`src/hw/mmbr_pkg.sv`:
```
// Constants for the monitor mask and block command register bank
package mmbr_pkg;
  localparam logic [7:0] ADDR_XOR_TEST = 8'h00;
  localparam logic [7:0] ADDR_SCRATCH = 8'h01;
  localparam logic [7:0] ADDR_DIODE_MODE = 8'h05;
  localparam logic [7:0] ADDR_SLEEP_CTRL = 8'hE4;
  localparam logic [7:0] ADDR_S1_INPUT_MASK = 8'hE5;
  localparam logic [7:0] ADDR_S1_FAN_ERROR_MASK = 8'hE6;
  localparam logic [7:0] ADDR_S3_INPUT_MASK = 8'hE7;
  localparam logic [7:0] ADDR_S3_FAN_ERROR_MASK = 8'hE8;
  localparam logic [7:0] ADDR_S3_TV_MASK = 8'hE9;
  localparam logic [7:0] ADDR_S45_INPUT_MASK = 8'hEA;
  localparam logic [7:0] ADDR_S45_TV_MASK = 8'hEB;
  localparam logic [7:0] ADDR_INPUT_FAULT_MASK = 8'hEC;
  localparam logic [7:0] ADDR_MISC_MASK = 8'hED;
  localparam logic [7:0] ADDR_ZONE1A_OFFSET = 8'hEE;
  localparam logic [7:0] ADDR_ZONE2A_OFFSET = 8'hEF;

  localparam logic [7:0] RST_XOR_TEST = 8'h00;
  localparam logic [7:0] RST_SCRATCH = 8'h00;
  localparam logic [7:0] RST_DIODE_MODE = 8'h00;
  localparam logic [7:0] RST_SLEEP_CTRL = 8'h03;
  localparam logic [7:0] RST_INPUT_MASK = 8'hFF;
  localparam logic [7:0] RST_FAN_MASK = 8'h0F;
  localparam logic [7:0] RST_TV_MASK = 8'h07;
  localparam logic [7:0] RST_MISC_MASK = 8'h3F;
  localparam logic [7:0] RST_OFFSET = 8'h00;

  localparam int XOR_EN_BIT = 0;
  localparam logic [7:0] XOR_WR_MASK = 8'h01;
  localparam logic [7:0] DIODE_WR_MASK = 8'h0F;

  localparam logic [7:0] CMD_BLOCK_WRITE = 8'hF0;
  localparam logic [7:0] CMD_BLOCK_CALL = 8'hF1;
  localparam logic [7:0] CMD_FIXED_FIRST = 8'hF2;
  localparam logic [7:0] CMD_FIXED_LAST = 8'hFD;
  localparam logic [7:0] CMD_RESERVED_FIRST = 8'hFE;

  // Sleep state encodings as reported by the host
  typedef enum logic [7:0] {
    MMBR_S0 = 8'h00,
    MMBR_S1 = 8'h01,
    MMBR_S3 = 8'h03,
    MMBR_S45 = 8'h04
  } mmbr_sleep_e;

  typedef enum logic [1:0] {
    MMBR_CMD_REG = 2'h0,
    MMBR_CMD_BWRITE = 2'h1,
    MMBR_CMD_BCALL = 2'h2,
    MMBR_CMD_FIXED = 2'h3
  } mmbr_cmd_e;
endpackage

```
`src/hw/mmbr_regs.sv`:
```
// Mask, offset, test and command-space register bank of the hardware monitor
`timescale 1ns/1ps
`default_nettype none
module mmbr_regs (
  input wire logic sys_clk,
  input wire logic reset_n,
  input wire logic reg_wr,
  input wire logic reg_rd,
  input wire logic [7:0] reg_addr,
  input wire logic [7:0] reg_wdata,
  output logic [7:0] reg_rdata,
  output logic reg_hit,
  input wire logic [7:0] cmd_code,
  input wire logic cmd_valid,
  output logic [1:0] cmd_kind_r,
  output logic [7:0] cmd_base_r,
  output logic [5:0] cmd_len_r,
  output logic cmd_reserved_r,
  input wire logic [7:0] input_err_raw,
  input wire logic [3:0] fan_err_raw,
  input wire logic [2:0] tv_err_raw,
  input wire logic [5:0] misc_err_raw,
  output logic [7:0] input_err_r,
  output logic [3:0] fan_err_r,
  output logic [2:0] tv_err_r,
  output logic [5:0] misc_err_r,
  input wire logic [7:0] zone1a_raw,
  input wire logic [7:0] zone2a_raw,
  input wire logic temp_valid,
  output logic [7:0] zone1a_temp_r,
  output logic [7:0] zone2a_temp_r,
  output logic xor_tree_mode_on,
  output logic cpu1_diode_a_transistor_on,
  output logic cpu1_diode_b_transistor_on,
  output logic cpu2_diode_a_transistor_on,
  output logic cpu2_diode_b_transistor_on
);
  logic [7:0] xor_test_r, scratch_r, diode_mode_r, sleep_ctrl_r;
  logic [7:0] s1_input_mask_r, s1_fan_error_mask_r, s3_input_mask_r, s3_fan_error_mask_r;
  logic [7:0] s3_tv_mask_r, s45_input_mask_r, s45_tv_mask_r, input_fault_mask_r;
  logic [7:0] misc_mask_r, zone1a_offset_r, zone2a_offset_r;
  logic [7:0] rdata_nxt;
  logic hit_nxt;
  logic [1:0] dec_kind;
  logic [7:0] dec_base;
  logic [5:0] dec_len;
  logic dec_reserved;

  function automatic logic wr_hit(input logic we, input logic [7:0] a, input logic [7:0] target);
    wr_hit = we && (a == target);
  endfunction

  // Write strobes per register
  wire w_xor = wr_hit(reg_wr, reg_addr, mmbr_pkg::ADDR_XOR_TEST);
  wire w_scr = wr_hit(reg_wr, reg_addr, mmbr_pkg::ADDR_SCRATCH);
  wire w_dio = wr_hit(reg_wr, reg_addr, mmbr_pkg::ADDR_DIODE_MODE);
  wire w_slp = wr_hit(reg_wr, reg_addr, mmbr_pkg::ADDR_SLEEP_CTRL);
  wire w_s1i = wr_hit(reg_wr, reg_addr, mmbr_pkg::ADDR_S1_INPUT_MASK);
  wire w_s1f = wr_hit(reg_wr, reg_addr, mmbr_pkg::ADDR_S1_FAN_ERROR_MASK);
  wire w_s3i = wr_hit(reg_wr, reg_addr, mmbr_pkg::ADDR_S3_INPUT_MASK);
  wire w_s3f = wr_hit(reg_wr, reg_addr, mmbr_pkg::ADDR_S3_FAN_ERROR_MASK);
  wire w_s3t = wr_hit(reg_wr, reg_addr, mmbr_pkg::ADDR_S3_TV_MASK);
  wire w_s4i = wr_hit(reg_wr, reg_addr, mmbr_pkg::ADDR_S45_INPUT_MASK);
  wire w_s4t = wr_hit(reg_wr, reg_addr, mmbr_pkg::ADDR_S45_TV_MASK);
  wire w_gim = wr_hit(reg_wr, reg_addr, mmbr_pkg::ADDR_INPUT_FAULT_MASK);
  wire w_msc = wr_hit(reg_wr, reg_addr, mmbr_pkg::ADDR_MISC_MASK);
  wire w_z1 = wr_hit(reg_wr, reg_addr, mmbr_pkg::ADDR_ZONE1A_OFFSET);
  wire w_z2 = wr_hit(reg_wr, reg_addr, mmbr_pkg::ADDR_ZONE2A_OFFSET);

  always_ff @(posedge sys_clk) begin
    if (!reset_n) begin
      xor_test_r <= mmbr_pkg::RST_XOR_TEST;
      scratch_r <= mmbr_pkg::RST_SCRATCH;
      diode_mode_r <= mmbr_pkg::RST_DIODE_MODE;
      sleep_ctrl_r <= mmbr_pkg::RST_SLEEP_CTRL;
      s1_input_mask_r <= mmbr_pkg::RST_INPUT_MASK;
      s1_fan_error_mask_r <= mmbr_pkg::RST_FAN_MASK;
      s3_input_mask_r <= mmbr_pkg::RST_INPUT_MASK;
      s3_fan_error_mask_r <= mmbr_pkg::RST_FAN_MASK;
      s3_tv_mask_r <= mmbr_pkg::RST_TV_MASK;
      s45_input_mask_r <= mmbr_pkg::RST_INPUT_MASK;
      s45_tv_mask_r <= mmbr_pkg::RST_TV_MASK;
      input_fault_mask_r <= mmbr_pkg::RST_INPUT_MASK;
      misc_mask_r <= mmbr_pkg::RST_MISC_MASK;
      zone1a_offset_r <= mmbr_pkg::RST_OFFSET;
      zone2a_offset_r <= mmbr_pkg::RST_OFFSET;
    end else begin
      if (w_xor) xor_test_r <= reg_wdata & mmbr_pkg::XOR_WR_MASK;
      if (w_scr) scratch_r <= reg_wdata;
      if (w_dio) diode_mode_r <= reg_wdata & mmbr_pkg::DIODE_WR_MASK;
      if (w_slp) sleep_ctrl_r <= reg_wdata;
      if (w_s1i) s1_input_mask_r <= reg_wdata;
      if (w_s1f) s1_fan_error_mask_r <= reg_wdata;
      if (w_s3i) s3_input_mask_r <= reg_wdata;
      if (w_s3f) s3_fan_error_mask_r <= reg_wdata;
      if (w_s3t) s3_tv_mask_r <= reg_wdata;
      if (w_s4i) s45_input_mask_r <= reg_wdata;
      if (w_s4t) s45_tv_mask_r <= reg_wdata;
      if (w_gim) input_fault_mask_r <= reg_wdata;
      if (w_msc) misc_mask_r <= reg_wdata;
      if (w_z1) zone1a_offset_r <= reg_wdata;
      if (w_z2) zone2a_offset_r <= reg_wdata;
    end
  end

  // Read mux; unmapped addresses read zero and report no hit
  always_comb begin
    rdata_nxt = 8'h00;
    hit_nxt = 1'b1;
    unique case (reg_addr)
      mmbr_pkg::ADDR_XOR_TEST: rdata_nxt = xor_test_r;
      mmbr_pkg::ADDR_SCRATCH: rdata_nxt = scratch_r;
      mmbr_pkg::ADDR_DIODE_MODE: rdata_nxt = diode_mode_r;
      mmbr_pkg::ADDR_SLEEP_CTRL: rdata_nxt = sleep_ctrl_r;
      mmbr_pkg::ADDR_S1_INPUT_MASK: rdata_nxt = s1_input_mask_r;
      mmbr_pkg::ADDR_S1_FAN_ERROR_MASK: rdata_nxt = s1_fan_error_mask_r;
      mmbr_pkg::ADDR_S3_INPUT_MASK: rdata_nxt = s3_input_mask_r;
      mmbr_pkg::ADDR_S3_FAN_ERROR_MASK: rdata_nxt = s3_fan_error_mask_r;
      mmbr_pkg::ADDR_S3_TV_MASK: rdata_nxt = s3_tv_mask_r;
      mmbr_pkg::ADDR_S45_INPUT_MASK: rdata_nxt = s45_input_mask_r;
      mmbr_pkg::ADDR_S45_TV_MASK: rdata_nxt = s45_tv_mask_r;
      mmbr_pkg::ADDR_INPUT_FAULT_MASK: rdata_nxt = input_fault_mask_r;
      mmbr_pkg::ADDR_MISC_MASK: rdata_nxt = misc_mask_r;
      mmbr_pkg::ADDR_ZONE1A_OFFSET: rdata_nxt = zone1a_offset_r;
      mmbr_pkg::ADDR_ZONE2A_OFFSET: rdata_nxt = zone2a_offset_r;
      default: hit_nxt = 1'b0;
    endcase
  end

  always_ff @(posedge sys_clk) begin
    if (!reset_n) begin
      reg_rdata <= 8'h00;
      reg_hit <= 1'b0;
    end else if (reg_rd) begin
      reg_rdata <= rdata_nxt;
      reg_hit <= hit_nxt;
    end
  end

  // Register-mapped control outputs, straight from flops
  always_ff @(posedge sys_clk) begin
    if (!reset_n) begin
      xor_tree_mode_on <= 1'b0;
      cpu1_diode_a_transistor_on <= 1'b0;
      cpu1_diode_b_transistor_on <= 1'b0;
      cpu2_diode_a_transistor_on <= 1'b0;
      cpu2_diode_b_transistor_on <= 1'b0;
    end else begin
      xor_tree_mode_on <= xor_test_r[mmbr_pkg::XOR_EN_BIT];
      cpu1_diode_a_transistor_on <= diode_mode_r[0];
      cpu1_diode_b_transistor_on <= diode_mode_r[1];
      cpu2_diode_a_transistor_on <= diode_mode_r[2];
      cpu2_diode_b_transistor_on <= diode_mode_r[3];
    end
  end

  // Sleep-state masking; unknown state codes get only the always-on masks
  wire in_s1 = sleep_ctrl_r == mmbr_pkg::MMBR_S1;
  wire in_s3 = sleep_ctrl_r == mmbr_pkg::MMBR_S3;
  wire in_s45 = sleep_ctrl_r == mmbr_pkg::MMBR_S45;
  wire [7:0] input_mask_eff = input_fault_mask_r | ({8{in_s1}} & s1_input_mask_r)
                              | ({8{in_s3}} & s3_input_mask_r) | ({8{in_s45}} & s45_input_mask_r);
  wire [3:0] fan_mask_eff = ({4{in_s1}} & s1_fan_error_mask_r[3:0]) | ({4{in_s3}} & s3_fan_error_mask_r[3:0]);
  wire [2:0] tv_mask_eff = ({3{in_s3}} & s3_tv_mask_r[2:0]) | ({3{in_s45}} & s45_tv_mask_r[2:0]);

  always_ff @(posedge sys_clk) begin
    if (!reset_n) begin
      input_err_r <= 8'h00;
      fan_err_r <= 4'h0;
      tv_err_r <= 3'h0;
      misc_err_r <= 6'h00;
    end else begin
      input_err_r <= input_err_raw & ~input_mask_eff;
      fan_err_r <= fan_err_raw & ~fan_mask_eff;
      tv_err_r <= tv_err_raw & ~tv_mask_eff;
      misc_err_r <= misc_err_raw & ~misc_mask_r[5:0];
    end
  end

  // Offset is two's complement; the sum wraps in 8 bits
  always_ff @(posedge sys_clk) begin
    if (!reset_n) begin
      zone1a_temp_r <= 8'h00;
      zone2a_temp_r <= 8'h00;
    end else if (temp_valid) begin
      zone1a_temp_r <= 8'(zone1a_raw + zone1a_offset_r);
      zone2a_temp_r <= 8'(zone2a_raw + zone2a_offset_r);
    end
  end

  mmbr_cmd_decode u_dec (
    .cmd_code(cmd_code),
    .cmd_kind(dec_kind),
    .blk_base(dec_base),
    .blk_len(dec_len),
    .cmd_reserved(dec_reserved)
  );

  always_ff @(posedge sys_clk) begin
    if (!reset_n) begin
      cmd_kind_r <= mmbr_pkg::MMBR_CMD_REG;
      cmd_base_r <= 8'h00;
      cmd_len_r <= 6'h00;
      cmd_reserved_r <= 1'b0;
    end else if (cmd_valid) begin
      cmd_kind_r <= dec_kind;
      cmd_base_r <= dec_base;
      cmd_len_r <= dec_len;
      cmd_reserved_r <= dec_reserved;
    end
  end

  a_sleep_reset: assert property (@(posedge sys_clk) $rose(reset_n) |-> sleep_ctrl_r == 8'h03)
    else $error("sleep control reset value wrong");
  a_s1_fan_error_mask: assert property (@(posedge sys_clk) disable iff (!reset_n)
    (in_s1 && s1_fan_error_mask_r[0] && fan_err_raw[0]) |=> !fan_err_r[0])
    else $error("S1 fan error not masked");
  a_s3_tv_mask: assert property (@(posedge sys_clk) disable iff (!reset_n)
    (in_s3 && s3_tv_mask_r[1] && tv_err_raw[1]) |=> !tv_err_r[1])
    else $error("S3 temp/volt error not masked");
  a_awake_tv_pass: assert property (@(posedge sys_clk) disable iff (!reset_n)
    (sleep_ctrl_r == 8'h00 && tv_err_raw == 3'h7) |=> tv_err_r == 3'h7)
    else $error("awake temp/volt error masked");
  a_input_fault_mask: assert property (@(posedge sys_clk) disable iff (!reset_n)
    (input_fault_mask_r[2] && input_err_raw[2]) |=> !input_err_r[2])
    else $error("input fault not masked");
  a_misc_mask: assert property (@(posedge sys_clk) disable iff (!reset_n)
    (!misc_mask_r[0] && misc_err_raw[0]) |=> misc_err_r[0])
    else $error("unmasked misc error lost");
  a_zone1a_offset: assert property (@(posedge sys_clk) disable iff (!reset_n)
    temp_valid |=> zone1a_temp_r == 8'($past(zone1a_raw) + $past(zone1a_offset_r)))
    else $error("zone 1a offset not applied");
  a_zone2a_offset: assert property (@(posedge sys_clk) disable iff (!reset_n)
    temp_valid |=> zone2a_temp_r == 8'($past(zone2a_raw) + $past(zone2a_offset_r)))
    else $error("zone 2a offset not applied");
  a_block_write: assert property (@(posedge sys_clk) disable iff (!reset_n)
    (cmd_valid && cmd_code == 8'hF0) |=> cmd_kind_r == mmbr_pkg::MMBR_CMD_BWRITE)
    else $error("block write not decoded");
  a_block_call: assert property (@(posedge sys_clk) disable iff (!reset_n)
    (cmd_valid && cmd_code == 8'hF1) |=> cmd_kind_r == mmbr_pkg::MMBR_CMD_BCALL)
    else $error("block call not decoded");
  a_fixed_f5: assert property (@(posedge sys_clk) disable iff (!reset_n)
    (cmd_valid && cmd_code == 8'hF5) |=> cmd_base_r == 8'h56 && cmd_len_r == 6'h10)
    else $error("fixed block F5h range wrong");
  a_fixed_f9: assert property (@(posedge sys_clk) disable iff (!reset_n)
    (cmd_valid && cmd_code == 8'hF9) |=> cmd_base_r == 8'h90 && cmd_len_r == 6'h20)
    else $error("fixed block F9h range wrong");
  a_fixed_fd: assert property (@(posedge sys_clk) disable iff (!reset_n)
    (cmd_valid && cmd_code == 8'hFD) |=> cmd_base_r == 8'hE5 && cmd_len_r == 6'h09)
    else $error("fixed block FDh range wrong");
  a_xor_follow: assert property (@(posedge sys_clk) disable iff (!reset_n)
    (w_xor && reg_wdata[0]) |=> ##1 xor_tree_mode_on)
    else $error("xor test mode not entered");
  a_xor_reserved: assert property (@(posedge sys_clk) disable iff (!reset_n)
    (reg_rd && reg_addr == 8'h00) |=> reg_rdata[7:1] == 7'h00)
    else $error("xor reserved bits not zero");
  a_scratch_echo: assert property (@(posedge sys_clk) disable iff (!reset_n)
    w_scr ##1 !reg_wr ##1 (reg_rd && reg_addr == 8'h01 && !reg_wr) |=> reg_rdata == $past(reg_wdata, 3))
    else $error("scratch readback mismatch");
  a_diode_bits: assert property (@(posedge sys_clk) disable iff (!reset_n)
    w_dio |=> ##1 {cpu2_diode_b_transistor_on, cpu2_diode_a_transistor_on, cpu1_diode_b_transistor_on,
                   cpu1_diode_a_transistor_on} == $past(reg_wdata[3:0], 2))
    else $error("diode mode bits wrong");
  a_diode_reserved: assert property (@(posedge sys_clk) disable iff (!reset_n)
    (reg_rd && reg_addr == 8'h05) |=> reg_rdata[7:4] == 4'h0)
    else $error("diode reserved bits not zero");
  a_sleep_write: assert property (@(posedge sys_clk) disable iff (!reset_n)
    w_slp |=> sleep_ctrl_r == $past(reg_wdata))
    else $error("sleep control write lost");
  // Per-state masks act only while that state is reported
  a_s1_input_mask: assert property (@(posedge sys_clk) disable iff (!reset_n)
    (in_s1 && s1_input_mask_r[3] && input_err_raw[3]) |=> !input_err_r[3])
    else $error("S1 input error not masked");
  a_s3_input_mask: assert property (@(posedge sys_clk) disable iff (!reset_n)
    (in_s3 && s3_input_mask_r[5] && input_err_raw[5]) |=> !input_err_r[5])
    else $error("S3 input error not masked");
  a_s3_fan_error_mask: assert property (@(posedge sys_clk) disable iff (!reset_n)
    (in_s3 && s3_fan_error_mask_r[2] && fan_err_raw[2]) |=> !fan_err_r[2])
    else $error("S3 fan error not masked");
  a_s45_input_mask: assert property (@(posedge sys_clk) disable iff (!reset_n)
    (in_s45 && s45_input_mask_r[7] && input_err_raw[7]) |=> !input_err_r[7])
    else $error("S4/5 input error not masked");
  a_s45_tv_mask: assert property (@(posedge sys_clk) disable iff (!reset_n)
    (in_s45 && s45_tv_mask_r[0] && tv_err_raw[0]) |=> !tv_err_r[0])
    else $error("S4/5 temp/volt error not masked");
  // Fan errors have no S4/5 mask, so they must pass there
  a_s45_fan_pass: assert property (@(posedge sys_clk) disable iff (!reset_n)
    (in_s45 && fan_err_raw[1]) |=> fan_err_r[1])
    else $error("S4/5 fan error lost");
  a_misc_masked: assert property (@(posedge sys_clk) disable iff (!reset_n)
    (misc_mask_r[5] && misc_err_raw[5]) |=> !misc_err_r[5])
    else $error("misc error not masked");
  a_reserved_code: assert property (@(posedge sys_clk) disable iff (!reset_n)
    (cmd_valid && cmd_code == 8'hFE) |=> cmd_reserved_r && cmd_len_r == 6'h00)
    else $error("reserved code not flagged");
  a_fixed_f2: assert property (@(posedge sys_clk) disable iff (!reset_n)
    (cmd_valid && cmd_code == 8'hF2) |=> cmd_base_r == 8'h40 && cmd_len_r == 6'h08)
    else $error("fixed block F2h range wrong");
  a_fixed_f6: assert property (@(posedge sys_clk) disable iff (!reset_n)
    (cmd_valid && cmd_code == 8'hF6) |=> cmd_base_r == 8'h67 && cmd_len_r == 6'h04)
    else $error("fixed block F6h range wrong");
  a_fixed_fa: assert property (@(posedge sys_clk) disable iff (!reset_n)
    (cmd_valid && cmd_code == 8'hFA) |=> cmd_base_r == 8'hB4 && cmd_len_r == 6'h08)
    else $error("fixed block FAh range wrong");
  a_plain_code: assert property (@(posedge sys_clk) disable iff (!reset_n)
    (cmd_valid && cmd_code < 8'hF0) |=> cmd_kind_r == mmbr_pkg::MMBR_CMD_REG && cmd_len_r == 6'h00)
    else $error("plain code decoded as block");
  a_scratch_isolated: assert property (@(posedge sys_clk) disable iff (!reset_n)
    w_scr |=> $stable(sleep_ctrl_r) && $stable(misc_mask_r) && $stable(xor_test_r))
    else $error("scratch write disturbed a setting");
  a_xor_exit: assert property (@(posedge sys_clk) disable iff (!reset_n)
    (w_xor && !reg_wdata[0]) |=> ##1 !xor_tree_mode_on)
    else $error("xor test mode not left");
  // Read data must stand until the next read strobe
  a_rdata_hold: assert property (@(posedge sys_clk) disable iff (!reset_n)
    !reg_rd |=> $stable(reg_rdata) && $stable(reg_hit))
    else $error("read data changed without a read");

  c_sleep_s3: cover property (@(posedge sys_clk) disable iff (!reset_n) w_slp && reg_wdata == 8'h03);
  c_block_call: cover property (@(posedge sys_clk) disable iff (!reset_n) cmd_valid && cmd_code == 8'hF1);
  c_fixed_last: cover property (@(posedge sys_clk) disable iff (!reset_n) cmd_valid && cmd_code == 8'hFD);
  c_xor_on: cover property (@(posedge sys_clk) disable iff (!reset_n) $rose(xor_tree_mode_on));
  c_s45_masking: cover property (@(posedge sys_clk) disable iff (!reset_n) in_s45 && |tv_err_raw);
endmodule
`default_nettype wire

```
`src/hw/mmbr_cmd_decode.sv`:
```
// Command code decoder: block commands and fixed register ranges
`timescale 1ns/1ps
`default_nettype none
module mmbr_cmd_decode (
  input wire logic [7:0] cmd_code,
  output logic [1:0] cmd_kind,
  output logic [7:0] blk_base,
  output logic [5:0] blk_len,
  output logic cmd_reserved
);
  logic [3:0] idx;
  logic is_fixed;
  assign idx = 4'(cmd_code - mmbr_pkg::CMD_FIXED_FIRST);
  assign is_fixed = (cmd_code >= mmbr_pkg::CMD_FIXED_FIRST) && (cmd_code <= mmbr_pkg::CMD_FIXED_LAST);
  assign cmd_reserved = cmd_code >= mmbr_pkg::CMD_RESERVED_FIRST;
  assign cmd_kind = (cmd_code == mmbr_pkg::CMD_BLOCK_WRITE) ? mmbr_pkg::MMBR_CMD_BWRITE :
                    (cmd_code == mmbr_pkg::CMD_BLOCK_CALL) ? mmbr_pkg::MMBR_CMD_BCALL :
                    is_fixed ? mmbr_pkg::MMBR_CMD_FIXED : mmbr_pkg::MMBR_CMD_REG;
  always_comb begin
    blk_base = 8'h00;
    blk_len = 6'h00;
    if (is_fixed) begin
      unique case (idx)
        4'h0: begin blk_base = 8'h40; blk_len = 6'h08; end
        4'h1: begin blk_base = 8'h48; blk_len = 6'h08; end
        4'h2: begin blk_base = 8'h50; blk_len = 6'h06; end
        4'h3: begin blk_base = 8'h56; blk_len = 6'h10; end
        4'h4: begin blk_base = 8'h67; blk_len = 6'h04; end
        4'h5: begin blk_base = 8'h6E; blk_len = 6'h08; end
        4'h6: begin blk_base = 8'h78; blk_len = 6'h0C; end
        4'h7: begin blk_base = 8'h90; blk_len = 6'h20; end
        4'h8: begin blk_base = 8'hB4; blk_len = 6'h08; end
        4'h9: begin blk_base = 8'hC8; blk_len = 6'h08; end
        4'hA: begin blk_base = 8'hD0; blk_len = 6'h10; end
        4'hB: begin blk_base = 8'hE5; blk_len = 6'h09; end
        default: begin blk_base = 8'h00; blk_len = 6'h00; end
      endcase
    end
  end
endmodule
`default_nettype wire

```
`config.mk`:
```
export PLATFORM = sky130hd
export DESIGN_NAME = mmbr_regs
export DESIGN_NICKNAME = d
export VERILOG_FILES = /design/src/hw/mmbr_pkg.sv /design/src/hw/mmbr_regs.sv /design/src/hw/mmbr_cmd_decode.sv
export SDC_FILE = /design/constraint.sdc
export NUM_CORES = 1
export LEC_CHECK = 0
export BUFFER_PORTS_ARGS = -buffer_cell sky130_fd_sc_hd__buf_2
export CAP_MARGIN = 25
export CORE_MARGIN = 5
export CORE_UTILIZATION = 53
export CTS_BUF_LIST = sky130_fd_sc_hd__clkbuf_4 sky130_fd_sc_hd__clkbuf_8
export DETAILED_ROUTE_END_ITERATION = 10
export PLACE_DENSITY = 0.83
export SYNTH_ARGS = -nofsm -noshare
export SYNTH_HDL_FRONTEND = slang
export SYNTH_SLANG_ARGS = --single-unit
export TNS_END_PERCENT = 100
```
`constraint.sdc`:
```
create_clock -name sys_clk -period 1.7 [get_ports sys_clk]
set_input_delay 0 -clock sys_clk [delete_from_list [all_inputs] [get_ports sys_clk]]
set_output_delay 0 -clock sys_clk [all_outputs]
set_load 0.05 [all_outputs]
```
==> results of run 1 <==
==> worst register-to-register path, stage by stage, from the launching register on <==
cell	delay, ns
dfxtp_4	0.38
nor4_4	0.30
buf_4	0.17
nand3b_1	0.13
nor3b_4	0.32
buf_6	0.20
a221oi_1	0.11
==> per-layer routing <==
layer	up-vias	global-route usage (%)
li1	3976	-
met1	4071	36.2
met2	607	46.3
met3	157	7.83
met4	0	14.9
met5	-	0
==> worst paths after layout <==
kind | endpoint | slack, ns | from
hold / removal | s1_fan_error_mask_r[3] | 0.03 | reset_n
setup / recovery | fan_err_r[2] | -0.05 | sleep_ctrl_r[6]
hold reg to reg | misc_err_r[1] | 0.47 | misc_mask_r[1]
setup reg to reg | fan_err_r[2] | -0.05 | sleep_ctrl_r[6]
==> synthesized netlist by cell type, types with 4 or more instances <==
cell	count
o21ai_0	52
nand2_1	208
a22o_2	4
o22ai_1	5
inv_1	16
o32ai_1	7
o211ai_1	5
a21oi_1	18
o2bb2ai_1	7
mux4_2	5
dfxtp_1	177
nor3_1	12
a22o_1	4
clkbuf_1	43
a21boi_0	44
nand4b_1	4
a31oi_1	11
and3_1	5
nor3b_1	4
o21a_1	9
mux2i_1	28
mux2_2	8
a2111oi_0	4
and2_1	19
buf_2	17
xor2_1	5
nand3_1	75
a221oi_1	17
a22oi_1	14
ha_1	23
nor2b_1	37
buf_4	4
nor2_1	37
a211o_1	8
xnor2_1	6
==> logic make-up after synthesis <==
family | Yosys count | share of synthesized area (%)
compound gates | 237 | 19.8
flops | 177 | 41.7
simple gates | 422 | 23.4
xor+xnor | 11 | 1.13
mux | 41 | 5.69
buf+inv | 85 | 4.36
fa+ha+maj | 25 | 3.86
==> final cells by class <==
type | instances | area (µm²) | area share (%)
diodes | 1 | 2.50 | 0.0229
clock buffers | 17 | 234 | 2.14
clock inverters | 13 | 163 | 1.49
inverters | 19 | 71.3 | 0.652
multi-input cells | 736 | 4780 | 43.7
flip-flops and latches | 177 | 3550 | 32.5
well taps | 216 | 270 | 2.47
repair buffers | 265 | 1870 | 17.1
==> repair_timing <==
action                     CTS  global route
resized for setup            7            36
gates cloned                 0             1
pin swaps                    8            19
hold endpoints to repair   140             0
setup buffers                2             5
hold buffers                50             0
setup endpoints to repair    6            38
==> power breakdown <==
part           leakage [nW]  internal, mW  total, mW  switching (mW)
Clock                 0.194          1.44       3.02            1.58
Combinational          2.92         0.380      0.953           0.573
Sequential             1.44          4.17       4.19          0.0188
Total                  4.55          5.99       8.16            2.17
==> key figures, run 1 <==
Final layout
  • Area added between synthesis and finish: 28.8%
  • Final Instance Count excl. Fillers: 1,444
  • Nets: 1,308
  • Commonest non-fill, non-tap cell in the layout: nand2_1
  • Final instance area: 10,900 µm²
  • Util after Layout: 69.1%
  • Share of layout cells above drive strength 1: 25.2%
  • Most frequent cells in the layout: nand2_1 (208), dfxtp_1 (170), buf_2 (132)
  • Fillers: 1,162

Die
  • # rows: 46
  • Starting density of the core: 53.7%
  • CORE AREA: 15,800 µm²
  • Die width: 137 µm
  • Io pins: 135
  • Die Height: 137 µm
  • Total die area: 18,700 µm²

Global route
  • Pin count of the biggest net entering global routing: 94
  • Total Routing Usage GR: 29.1%
  • Initial antenna violation count: 0
  • Vias in the first global route: 8,173
  • Gr ovfl total: 0
  • First-pass GRT wire length: 42,300 µm

Job
  • Max cap viols: 0

STA
  • Clk_skew: 0.0184 ns
  • Final setup violation count: 11
  • Fmax: 572 MHz
  • RSZ-0062 raised after global routing: true
  • Worst slew pin tran: 0.569 ns
  • Period minus WS final: 1.75 ns
  • Final Cycle Share: 103%
  • WHS: 0.0307 ns
  • Final hold vios: 0
  • Setup TNS: -0.236 ns
  • Slew headroom: 62.0%
  • Slew Limit Fails: 0
  • Final worst slack: -0.0469 ns

Pwr
  • Static Leakage: 4.55 nW
  • Maximum VDD drop: 0.494 mV
  • Pwr/cell area: 746 nW/µm²
  • Total power: 8.16 mW

Hold path
  • Hold Crit Class: primary input to register
  • Number of stages on the worst hold path: 3

Critical path
  • CP Cell Sequence: nor4_4, buf_4, nand3b_1, nor3b_4, buf_6, a221oi_1
  • CP max stage cell: dfxtp_4
  • Req. time, crit path: 2.05 ns
  • Crit path buffers/inverters: 2
  • Top delay family on crit path: simple AND/OR/NAND/NOR gates
  • Startpoint types: register
  • Worst path depth: 6
  • Crit. End Element: register
  • Worst Path Max Fanout: 6
  • FF-to-FF path depth: 6
  • CP max stage delay: 0.38 ns
  • WS Path Type: register to register
  • Data arrival, critical path: 2.10 ns

Synth
  • #FFs+latches synth: 177
  • Post-synthesis sequential area ratio: 41.7%
  • Post-synth top area cell: dfxtp_1
  • Synth top area cells: dfxtp_1 (42%), nand2_1 (9.2%), nand3_1 (4.4%)
  • EDFF count, synth: 0
  • Syn nets: 1,090
  • Yosys warns: 0
  • Mapped Area: 8490 µm²
  • Syn Inst Count: 998
  • Asr flop ratio synth: 0%
  • Netlist cell types: 70
  • Average cell area after synthesis: 8.51 µm²
  • Top FF cell, synth: dfxtp_1
  • Synth top area share: 41.7%

Route
  • Routed length on met1: 10,800 µm
  • Detail Route Antenna Nets: 0
  • Met2 WL: 12,900 µm
  • Via count: 8,811
  • Uppermost layer routed: met4
  • DR pass1 iterations: 6
  • DR vias/cell: 6.10
  • Post-Route WL: 28,200 µm
  • DR WL met3: 2910 µm
  • Drt wl/cell: 19.5 µm
  • # DRC: 0
  • 1st-iter DRT viols: 1,353

Placed design
  • IO Port Bufs: 134
  • Post-DP Area: 9800 µm²
  • HPWL after detailed placement: 18,400 µm
  • Global placer's final weighted congestion: 0.959
  • DP Worst Slack: -0.142 ns
  • Cells after DPL: 1,357

Clock network
  • Clock Path Buffers: 2
  • Clock sinks: 177
  • CTS H-tree lvls: 4
  • Latest clock arrival within the worst-skew pair: 0.49 ns
  • CTS tree: yes
  • Reg clk slew, reported paths: 0.10 ns
  • Clock root buffer master: clkbuf_8
  • CTS buffer count: 17

Status
  • Failing checks: negative setup slack
  • Outcome: finished with violations
(Power assumes the default switching activity.)
==> inputs of run 2 (changes only) <==
--- a/config.mk
+++ b/config.mk
@@ -5,13 +5,14 @@
 export SDC_FILE = /design/constraint.sdc
 export NUM_CORES = 1
 export LEC_CHECK = 0
-export BUFFER_PORTS_ARGS = -buffer_cell sky130_fd_sc_hd__buf_2
+export ABC_AREA = 1
 export CAP_MARGIN = 25
 export CORE_MARGIN = 5
-export CORE_UTILIZATION = 53
+export CORE_UTILIZATION = 60
 export CTS_BUF_LIST = sky130_fd_sc_hd__clkbuf_4 sky130_fd_sc_hd__clkbuf_8
 export DETAILED_ROUTE_END_ITERATION = 10
-export PLACE_DENSITY = 0.83
+export DONT_BUFFER_PORTS = 1
+export PLACE_DENSITY = 0.84
 export SYNTH_ARGS = -nofsm -noshare
 export SYNTH_HDL_FRONTEND = slang
 export SYNTH_SLANG_ARGS = --single-unit
==> run 2 against run 1 <==
  * The flow finishes with violations (negative hold slack)
  * Critical path depth up 3
  * Count of clock-buffer cells in the layout rose by 4
  * Sequential cell count unchanged
  * Global-route usage grew 2.0 points
  * Utilization rose by 3.8 points
  * Largest cell class unchanged
==> key figures, run 2 <==
STA
  • Final Cycle Share: 96.6% (-6.1 points)
  • Fmax: 609 MHz (+6.3%)
  • Slew headroom: 41.0% (-21 points)
  • Slew Limit Fails: 0 (unchanged)
  • Clk_skew: 0.0134 ns (-0.00500 ns)
  • Worst slew pin tran: 0.885 ns (+0.317 ns)
  • Period minus WS final: 1.64 ns (-0.104 ns)
  • Final hold vios: 2 (+2)
  • Final setup violation count: 0 (-11)
  • Final worst slack: 0.0571 ns (+0.104 ns)
  • WHS: -0.0162 ns (-0.0469 ns)

Die
  • # rows: 43 (-6.5%)
  • Die width: 130 µm (-5.0%)
  • Die Height: 130 µm (-5.0%)
  • CORE AREA: 14,000 µm² (-12%)
  • Total die area: 16,800 µm² (-9.8%)
  • Starting density of the core: 61.5% (+7.8 points)
  • Io pins: 135 (unchanged)

Clock network
  • Reg clk slew, reported paths: 0.09 ns (about the same)
  • Setup Fix Bufs, Post-CTS: 0 (-2)
  • CTS buffer count: 17 (unchanged)
  • CTS tree: yes
  • Clock Path Buffers: 2 (unchanged)
  • Clock sinks: 177 (unchanged)
  • CTS H-tree lvls: 4 (unchanged)
  • Clock root buffer master: clkbuf_8
  • Latest clock arrival within the worst-skew pair: 0.47 ns (-0.02 ns)

Route
  • Post-Route WL: 26,500 µm (-5.8%)
  • DR vias/cell: 6.03 (-1.2%)
  • Via count: 8,550 (-3.0%)
  • # DRC: 0 (unchanged)
  • 1st-iter DRT viols: 1,248 (-7.8%)
  • Drt wl/cell: 18.7 µm (-4.1%)
  • Detail Route Antenna Nets: 0 (unchanged)
  • DR pass1 iterations: 6 (unchanged)

Pwr
  • Maximum VDD drop: 0.685 mV (+39%)
  • Static Leakage: 4.65 nW (+2.4%)
  • Pwr/cell area: 796 nW/µm² (+6.7%)

Placed design
  • IO Port Bufs: 0 (-100%)
  • Global placer's final weighted congestion: 0.966 (+0.65%)
  • HPWL after detailed placement: 17,600 µm (-4.7%)
  • DP Worst Slack: -0.0187 ns (+0.123 ns)

Final layout
  • Area added between synthesis and finish: 18.6%
  • Share of layout cells above drive strength 1: 13.0% (-12 points)
  • Commonest non-fill, non-tap cell in the layout: nand2_1
  • Nets: 1,316 (+0.61%)
  • Most frequent cells in the layout: nand2_1 (176), dfxtp_1 (172), nand3_1 (139)
  • Util after Layout: 72.9% (+3.8 points)

Global route
  • Initial antenna violation count: 1 (+1)
  • Gr ovfl total: 0 (unchanged)
  • Pin count of the biggest net entering global routing: 97 (+3.2%)
  • Vias in the first global route: 7,875 (-3.6%)
  • Total Routing Usage GR: 31.1% (+2.0 points)
  • First-pass GRT wire length: 40,700 µm (-3.9%)

Synth
  • Yosys warns: 0 (unchanged)
  • Netlist cell types: 47 (-33%)
  • EDFF count, synth: 0 (unchanged)
  • Mapped Area: 8600 µm² (+1.3%)
  • Syn nets: 1,230 (+13%)
  • Count leader, synth: dfxtp_1
  • #FFs+latches synth: 177 (unchanged)
  • Asr flop ratio synth: 0% (unchanged)
  • Syn Inst Count: 1,138 (+14%)
  • Top cells by count, synth: dfxtp_1 (177), nand2_1 (176), nand3_1 (140)
  • Synth top area cells: dfxtp_1 (41%), nand3_1 (8.1%), nand2_1 (7.7%)
  • Post-synth top area cell: dfxtp_1
  • Average cell area after synthesis: 7.56 µm² (-11%)
  • Post-synthesis sequential area ratio: 41.2% (-0.52 points)
  • Top FF cell, synth: dfxtp_1
  • Synth top area share: 41.2% (-0.52 points)

Job
  • Max cap viols: 0 (unchanged)

Critical path
  • Data arrival, critical path: 2.02 ns (-0.08 ns)
  • Req. time, crit path: 2.07 ns (+0.02 ns)
  • WS Path Type: register to register
  • Worst Path Max Fanout: 4 (-2)
  • Startpoint types: register
  • Crit. End Element: register

Status
  • Outcome: finished with violations
  • Failing checks: negative hold slack

Hold path
  • Hold Crit Class: primary input to register
## run 2: per-layer routing
metal | global-route usage [%] | up-vias | routed length [µm]
met2 | 49.7 | 491 | 12400
met3 | 7.20 | 78 | 2650
met1 | 40.8 | 3938 | 10400
met5 | 0 | - | 0
met4 | 12.5 | 0 | 1010
li1 | - | 4043 | -
## run 2: critical path, stage by stage, from the launching register on
cell	delay [ns]
dfxtp_2	0.36
ha_4	0.29
nand3_1	0.07
nand2_1	0.12
nand3_1	0.10
or2_2	0.30
nand3b_1	0.09
nand3_1	0.09
nand2_1	0.09
inv_1	0.03
## run 2: kinds of logic after synthesis
kind of cell	after synthesis	synth area share, %
and+or+nand+nor	464	26.7
buffers and inverters	184	8.89
DFF	177	41.2
adders and majority gates	25	3.81
AOI/OAI and AO/OA	278	18.4
xor gates and xnor gates	10	1.02
## run 2: stage by stage
stage               instance area (µm²)  std cells  hold WS, ns  total power [mW]  TNS (ns)
finish                            10200       1418      -0.0162              8.11         0
global route                      10200       1418       0.0175              8.39  -0.00555
CTS                               10100       1418     0.000652              8.10         0
detailed placement                 9030       1320       0.0957              4.94   -0.0187
global placement                   9030       1320       0.0930              4.93         0
floorplan                          8600       1138        0.114              4.82         0
## run 2: what timing repair did
action,CTS,global route
resized for setup,1,20
endpoints found under the setup margin,1,14
pin swaps,0,2
hold buffers,66,0
endpoints found under the hold margin,177,0
## run 2: layout make-up
class                      count  area [µm²]
tap                          180         225
fill                        1056        3790
timing repair buffer         124        1160
clock inverter                11         129
clock buffer                  21         289
sequential                   177        3550
antenna                        1        2.50
inverter                     127         477
multi-input combinational    777        4360
## run 2: worst paths after layout
kind / start / end / slack (ns) / cells past startpoint
worst max-delay path: zone2a_offset_r[2] / zone2a_temp_r[7] / 0.06 / 9
worst min register to register: diode_mode_r[2] / cpu2_diode_a_transistor_on / 0.43 / 2
worst min-delay path: cmd_code[6] / cmd_kind_r[0] / -0.02 / 5
worst max register to register: zone2a_offset_r[2] / zone2a_temp_r[7] / 0.06 / 9
## run 2: report_power, final
part	internal, mW	total (mW)	switching [mW]
clock network	1.47	3.03	1.56
registers	4.18	4.20	0.0222
logic	0.289	0.884	0.595
total	5.94	8.11	2.18
==> inputs of run 3 (changes only) <==
--- a/config.mk
+++ b/config.mk
@@ -8,11 +8,11 @@
 export ABC_AREA = 1
 export CAP_MARGIN = 25
 export CORE_MARGIN = 5
-export CORE_UTILIZATION = 60
+export CORE_UTILIZATION = 65
 export CTS_BUF_LIST = sky130_fd_sc_hd__clkbuf_4 sky130_fd_sc_hd__clkbuf_8
 export DETAILED_ROUTE_END_ITERATION = 10
 export DONT_BUFFER_PORTS = 1
-export PLACE_DENSITY = 0.84
+export PLACE_DENSITY = 0.86
 export SYNTH_ARGS = -nofsm -noshare
 export SYNTH_HDL_FRONTEND = slang
 export SYNTH_SLANG_ARGS = --single-unit
==> constraint.sdc (replaced) <==
create_clock -name sys_clk -period 2.1 [get_ports sys_clk]
set_input_delay 0 -clock sys_clk [delete_from_list [all_inputs] [get_ports sys_clk]]
set_output_delay 0 -clock sys_clk [all_outputs]
set_load 0.05 [all_outputs]
==> run 3 against run 2 <==
  * The run now ends clean
  * Critical path depth shrank 4
  * Sequential share of layout area grew 1.2 points
  * Clock skew shrank 0.0042 ns
  * First-iteration DRC count shrank 10%
  * Cell count shrank 3.6%
  * Count of clock-buffer cells in the layout grew 1
  * Via count shrank 2.3%
  * Register-to-register slack gained 0.19 ns
  * Design area shrank 3.6%
  * Critical endpoint is now s3_input_mask_r[1]
  * Largest cell class unchanged
==> key figures, run 3 (synthesis results as in run 2) <==
Die
  • Die width: 125 µm (-3.6%)
  • Total die area: 15,600 µm² (-7.1%)
  • Die Height: 125 µm (-3.6%)
  • Io pins: 135 (unchanged)
  • # rows: 42 (-2.3%)
  • Starting density of the core: 65.7% (+4.2 points)
  • CORE AREA: 13,100 µm² (-6.5%)

Route
  • DR vias/cell: 6.11 (+1.4%)
  • Detail Route Antenna Nets: 0 (unchanged)
  • Post-Route WL: 25,800 µm (-2.6%)
  • 1st-iter DRT viols: 1,120 (-10%)
  • DR pass1 iterations: 5 (-1)
  • Via count: 8,356 (-2.3%)
  • # DRC: 0 (unchanged)
  • Drt wl/cell: 18.9 µm (+1.0%)

Placed design
  • DP Worst Slack: 0.283 ns (+0.301 ns)
  • HPWL after detailed placement: 16,800 µm (-4.2%)
  • Global placer's final weighted congestion: 0.985 (+2.0%)
  • IO Port Bufs: 0 (unchanged)

Clock network
  • CTS tree: yes
  • Clock sinks: 177 (unchanged)
  • CTS H-tree lvls: 4 (unchanged)
  • Clock Path Buffers: 2 (unchanged)
  • Clock root buffer master: clkbuf_8
  • Reg clk slew, reported paths: 0.09 ns (about the same)
  • Latest clock arrival within the worst-skew pair: 0.48 ns (about the same)
  • CTS buffer count: 17 (unchanged)

Global route
  • Pin count of the biggest net entering global routing: 98 (+1.0%)
  • First-pass GRT wire length: 40,900 µm (+0.61%)
  • Initial antenna violation count: 1 (unchanged)
  • Gr ovfl total: 0 (unchanged)
  • Vias in the first global route: 7,659 (-2.7%)
  • Total Routing Usage GR: 32.4% (+1.3 points)

Critical path
  • Worst Path Max Fanout: 16 (+12)
  • WS Path Type: primary input to register
  • Data arrival, critical path: 2.39 ns (+0.37 ns)
  • FF-to-FF Start: zone1a_offset_r[0]
  • Flop2flop setup slack: 0.25 ns (+0.19 ns)
  • FF-to-FF path depth: 9 (unchanged)
  • RR Endpoint: zone1a_temp_r[6]
  • Crit. End Element: register
  • Worst setup endpoint: s3_input_mask_r[1]
  • Req. time, crit path: 2.47 ns (+0.40 ns)
  • CP Launch Point: reg_wr
  • Startpoint types: primary input

STA
  • RSZ-0062 raised after global routing: false
  • Final Cycle Share: 96.1%
  • Fmax: 496 MHz
  • Clk_skew: 0.00916 ns (-0.00421 ns)
  • Slew Limit Fails: 0 (unchanged)
  • Final hold vios: 0 (-2)
  • Final worst slack: 0.0825 ns (+0.0255 ns)
  • Period minus WS final: 2.02 ns
  • Slew headroom: 35.8% (-5.2 points)
  • Worst slew pin tran: 0.962 ns (+0.0764 ns)
  • Final setup violation count: 0 (unchanged)
  • Setup TNS: 0 ns (unchanged)

Status
  • Outcome: complete, no violations

Final layout
  • Share of layout cells above drive strength 1: 8.07% (-4.9 points)
  • Most frequent cells in the layout: dfxtp_1 (177), nand2_1 (176), nand3_1 (140)
  • Area added between synthesis and finish: 14.3%
  • Commonest non-fill, non-tap cell in the layout: dfxtp_1
  • Nets: 1,269 (-3.6%)

Job
  • Max cap viols: 0 (unchanged)

Pwr
  • Maximum VDD drop: 0.331 mV (-52%)
  • Pwr/cell area: 702 nW/µm² (-12%)
  • Static Leakage: 4.44 nW (-4.5%)

Hold path
  • Hold Crit Class: primary input to register
==> run 3: cell count changes in the layout (fill, tap and decap cells not counted), moves of 4 or more <==
cell | previous run | this run
bufinv_16 | 2 | 6
dfxtp_2 | 4 | 0
dfxtp_1 | 172 | 177
buf_4 | 55 | 6
clkinvlp_4 | 5 | 1
ha_1 | 18 | 23
clkbuf_4 | 0 | 4
==> run 3: final cells by class <==
type	count	area [µm²]
sequential	177	3540
tap	176	220
antenna	1	2.50
inverter	127	477
multi-input combinational	777	4300
clock inverter	10	206
fill	952	3250
clock buffer	22	278
timing repair buffer	77	806
==> run 3: repair_timing <==
item / in CTS / in global routing
buffers inserted: 0 / 1
endpoints found under the setup margin: 0 / 1
endpoints found under the hold margin: 174 / 0
hold buffers: 68 / 0
gates resized for setup: 0 / 3
==> run 3: worst max-delay path, cell delays in order <==
cell,delay [ns]
dlygate4sd3_1,1.12
nand3_2,0.43
nand2_1,0.15
o211ai_1,0.10
dlygate4sd3_1,0.59
==> run 3: power by group <==
group / total, mW / internal (mW) / switching [mW]
sequential: 3.51 / 3.39 / 0.123
clock: 2.84 / 1.62 / 1.22
combinational: 0.555 / 0.193 / 0.362
total: 6.90 / 5.20 / 1.70
==> run 3: metal layers <==
layer | GRT usage (%) | share of wire [%]
met5 | 0 | 0
met1 | 41.8 | 40
met4 | 14.1 | 4.3
met2 | 51.7 | 46
met3 | 7.97 | 10
==> run 3: worst min-delay path by stage <==
stage	start	to	cells after the start
after floorplan	misc_err_raw[0]	misc_err_r[0]	2
after global placement	temp_valid	zone1a_temp_r[1]	1
after detailed placement	cmd_valid	cmd_reserved_r	1
after CTS	zone2a_raw[5]	zone2a_temp_r[5]	4
after global routing	zone2a_raw[5]	zone2a_temp_r[5]	4
final	cmd_code[0]	cmd_len_r[0]	3
==> run 3: per-stage QoR <==
step	std cells	hold slack [ns]	util (%)	instance area, µm²	total power [mW]
after global routing	1367	0.0275	75.1	9830	7.11
after CTS	1365	0.00515	75.0	9810	6.88
final	1367	0.0170	75.1	9830	6.90
after detailed placement	1265	0.0984	66.0	8630	3.95
after global placement	1265	0.0936	66.0	8630	3.94
after floorplan	1138	0.114	-	8600	3.90
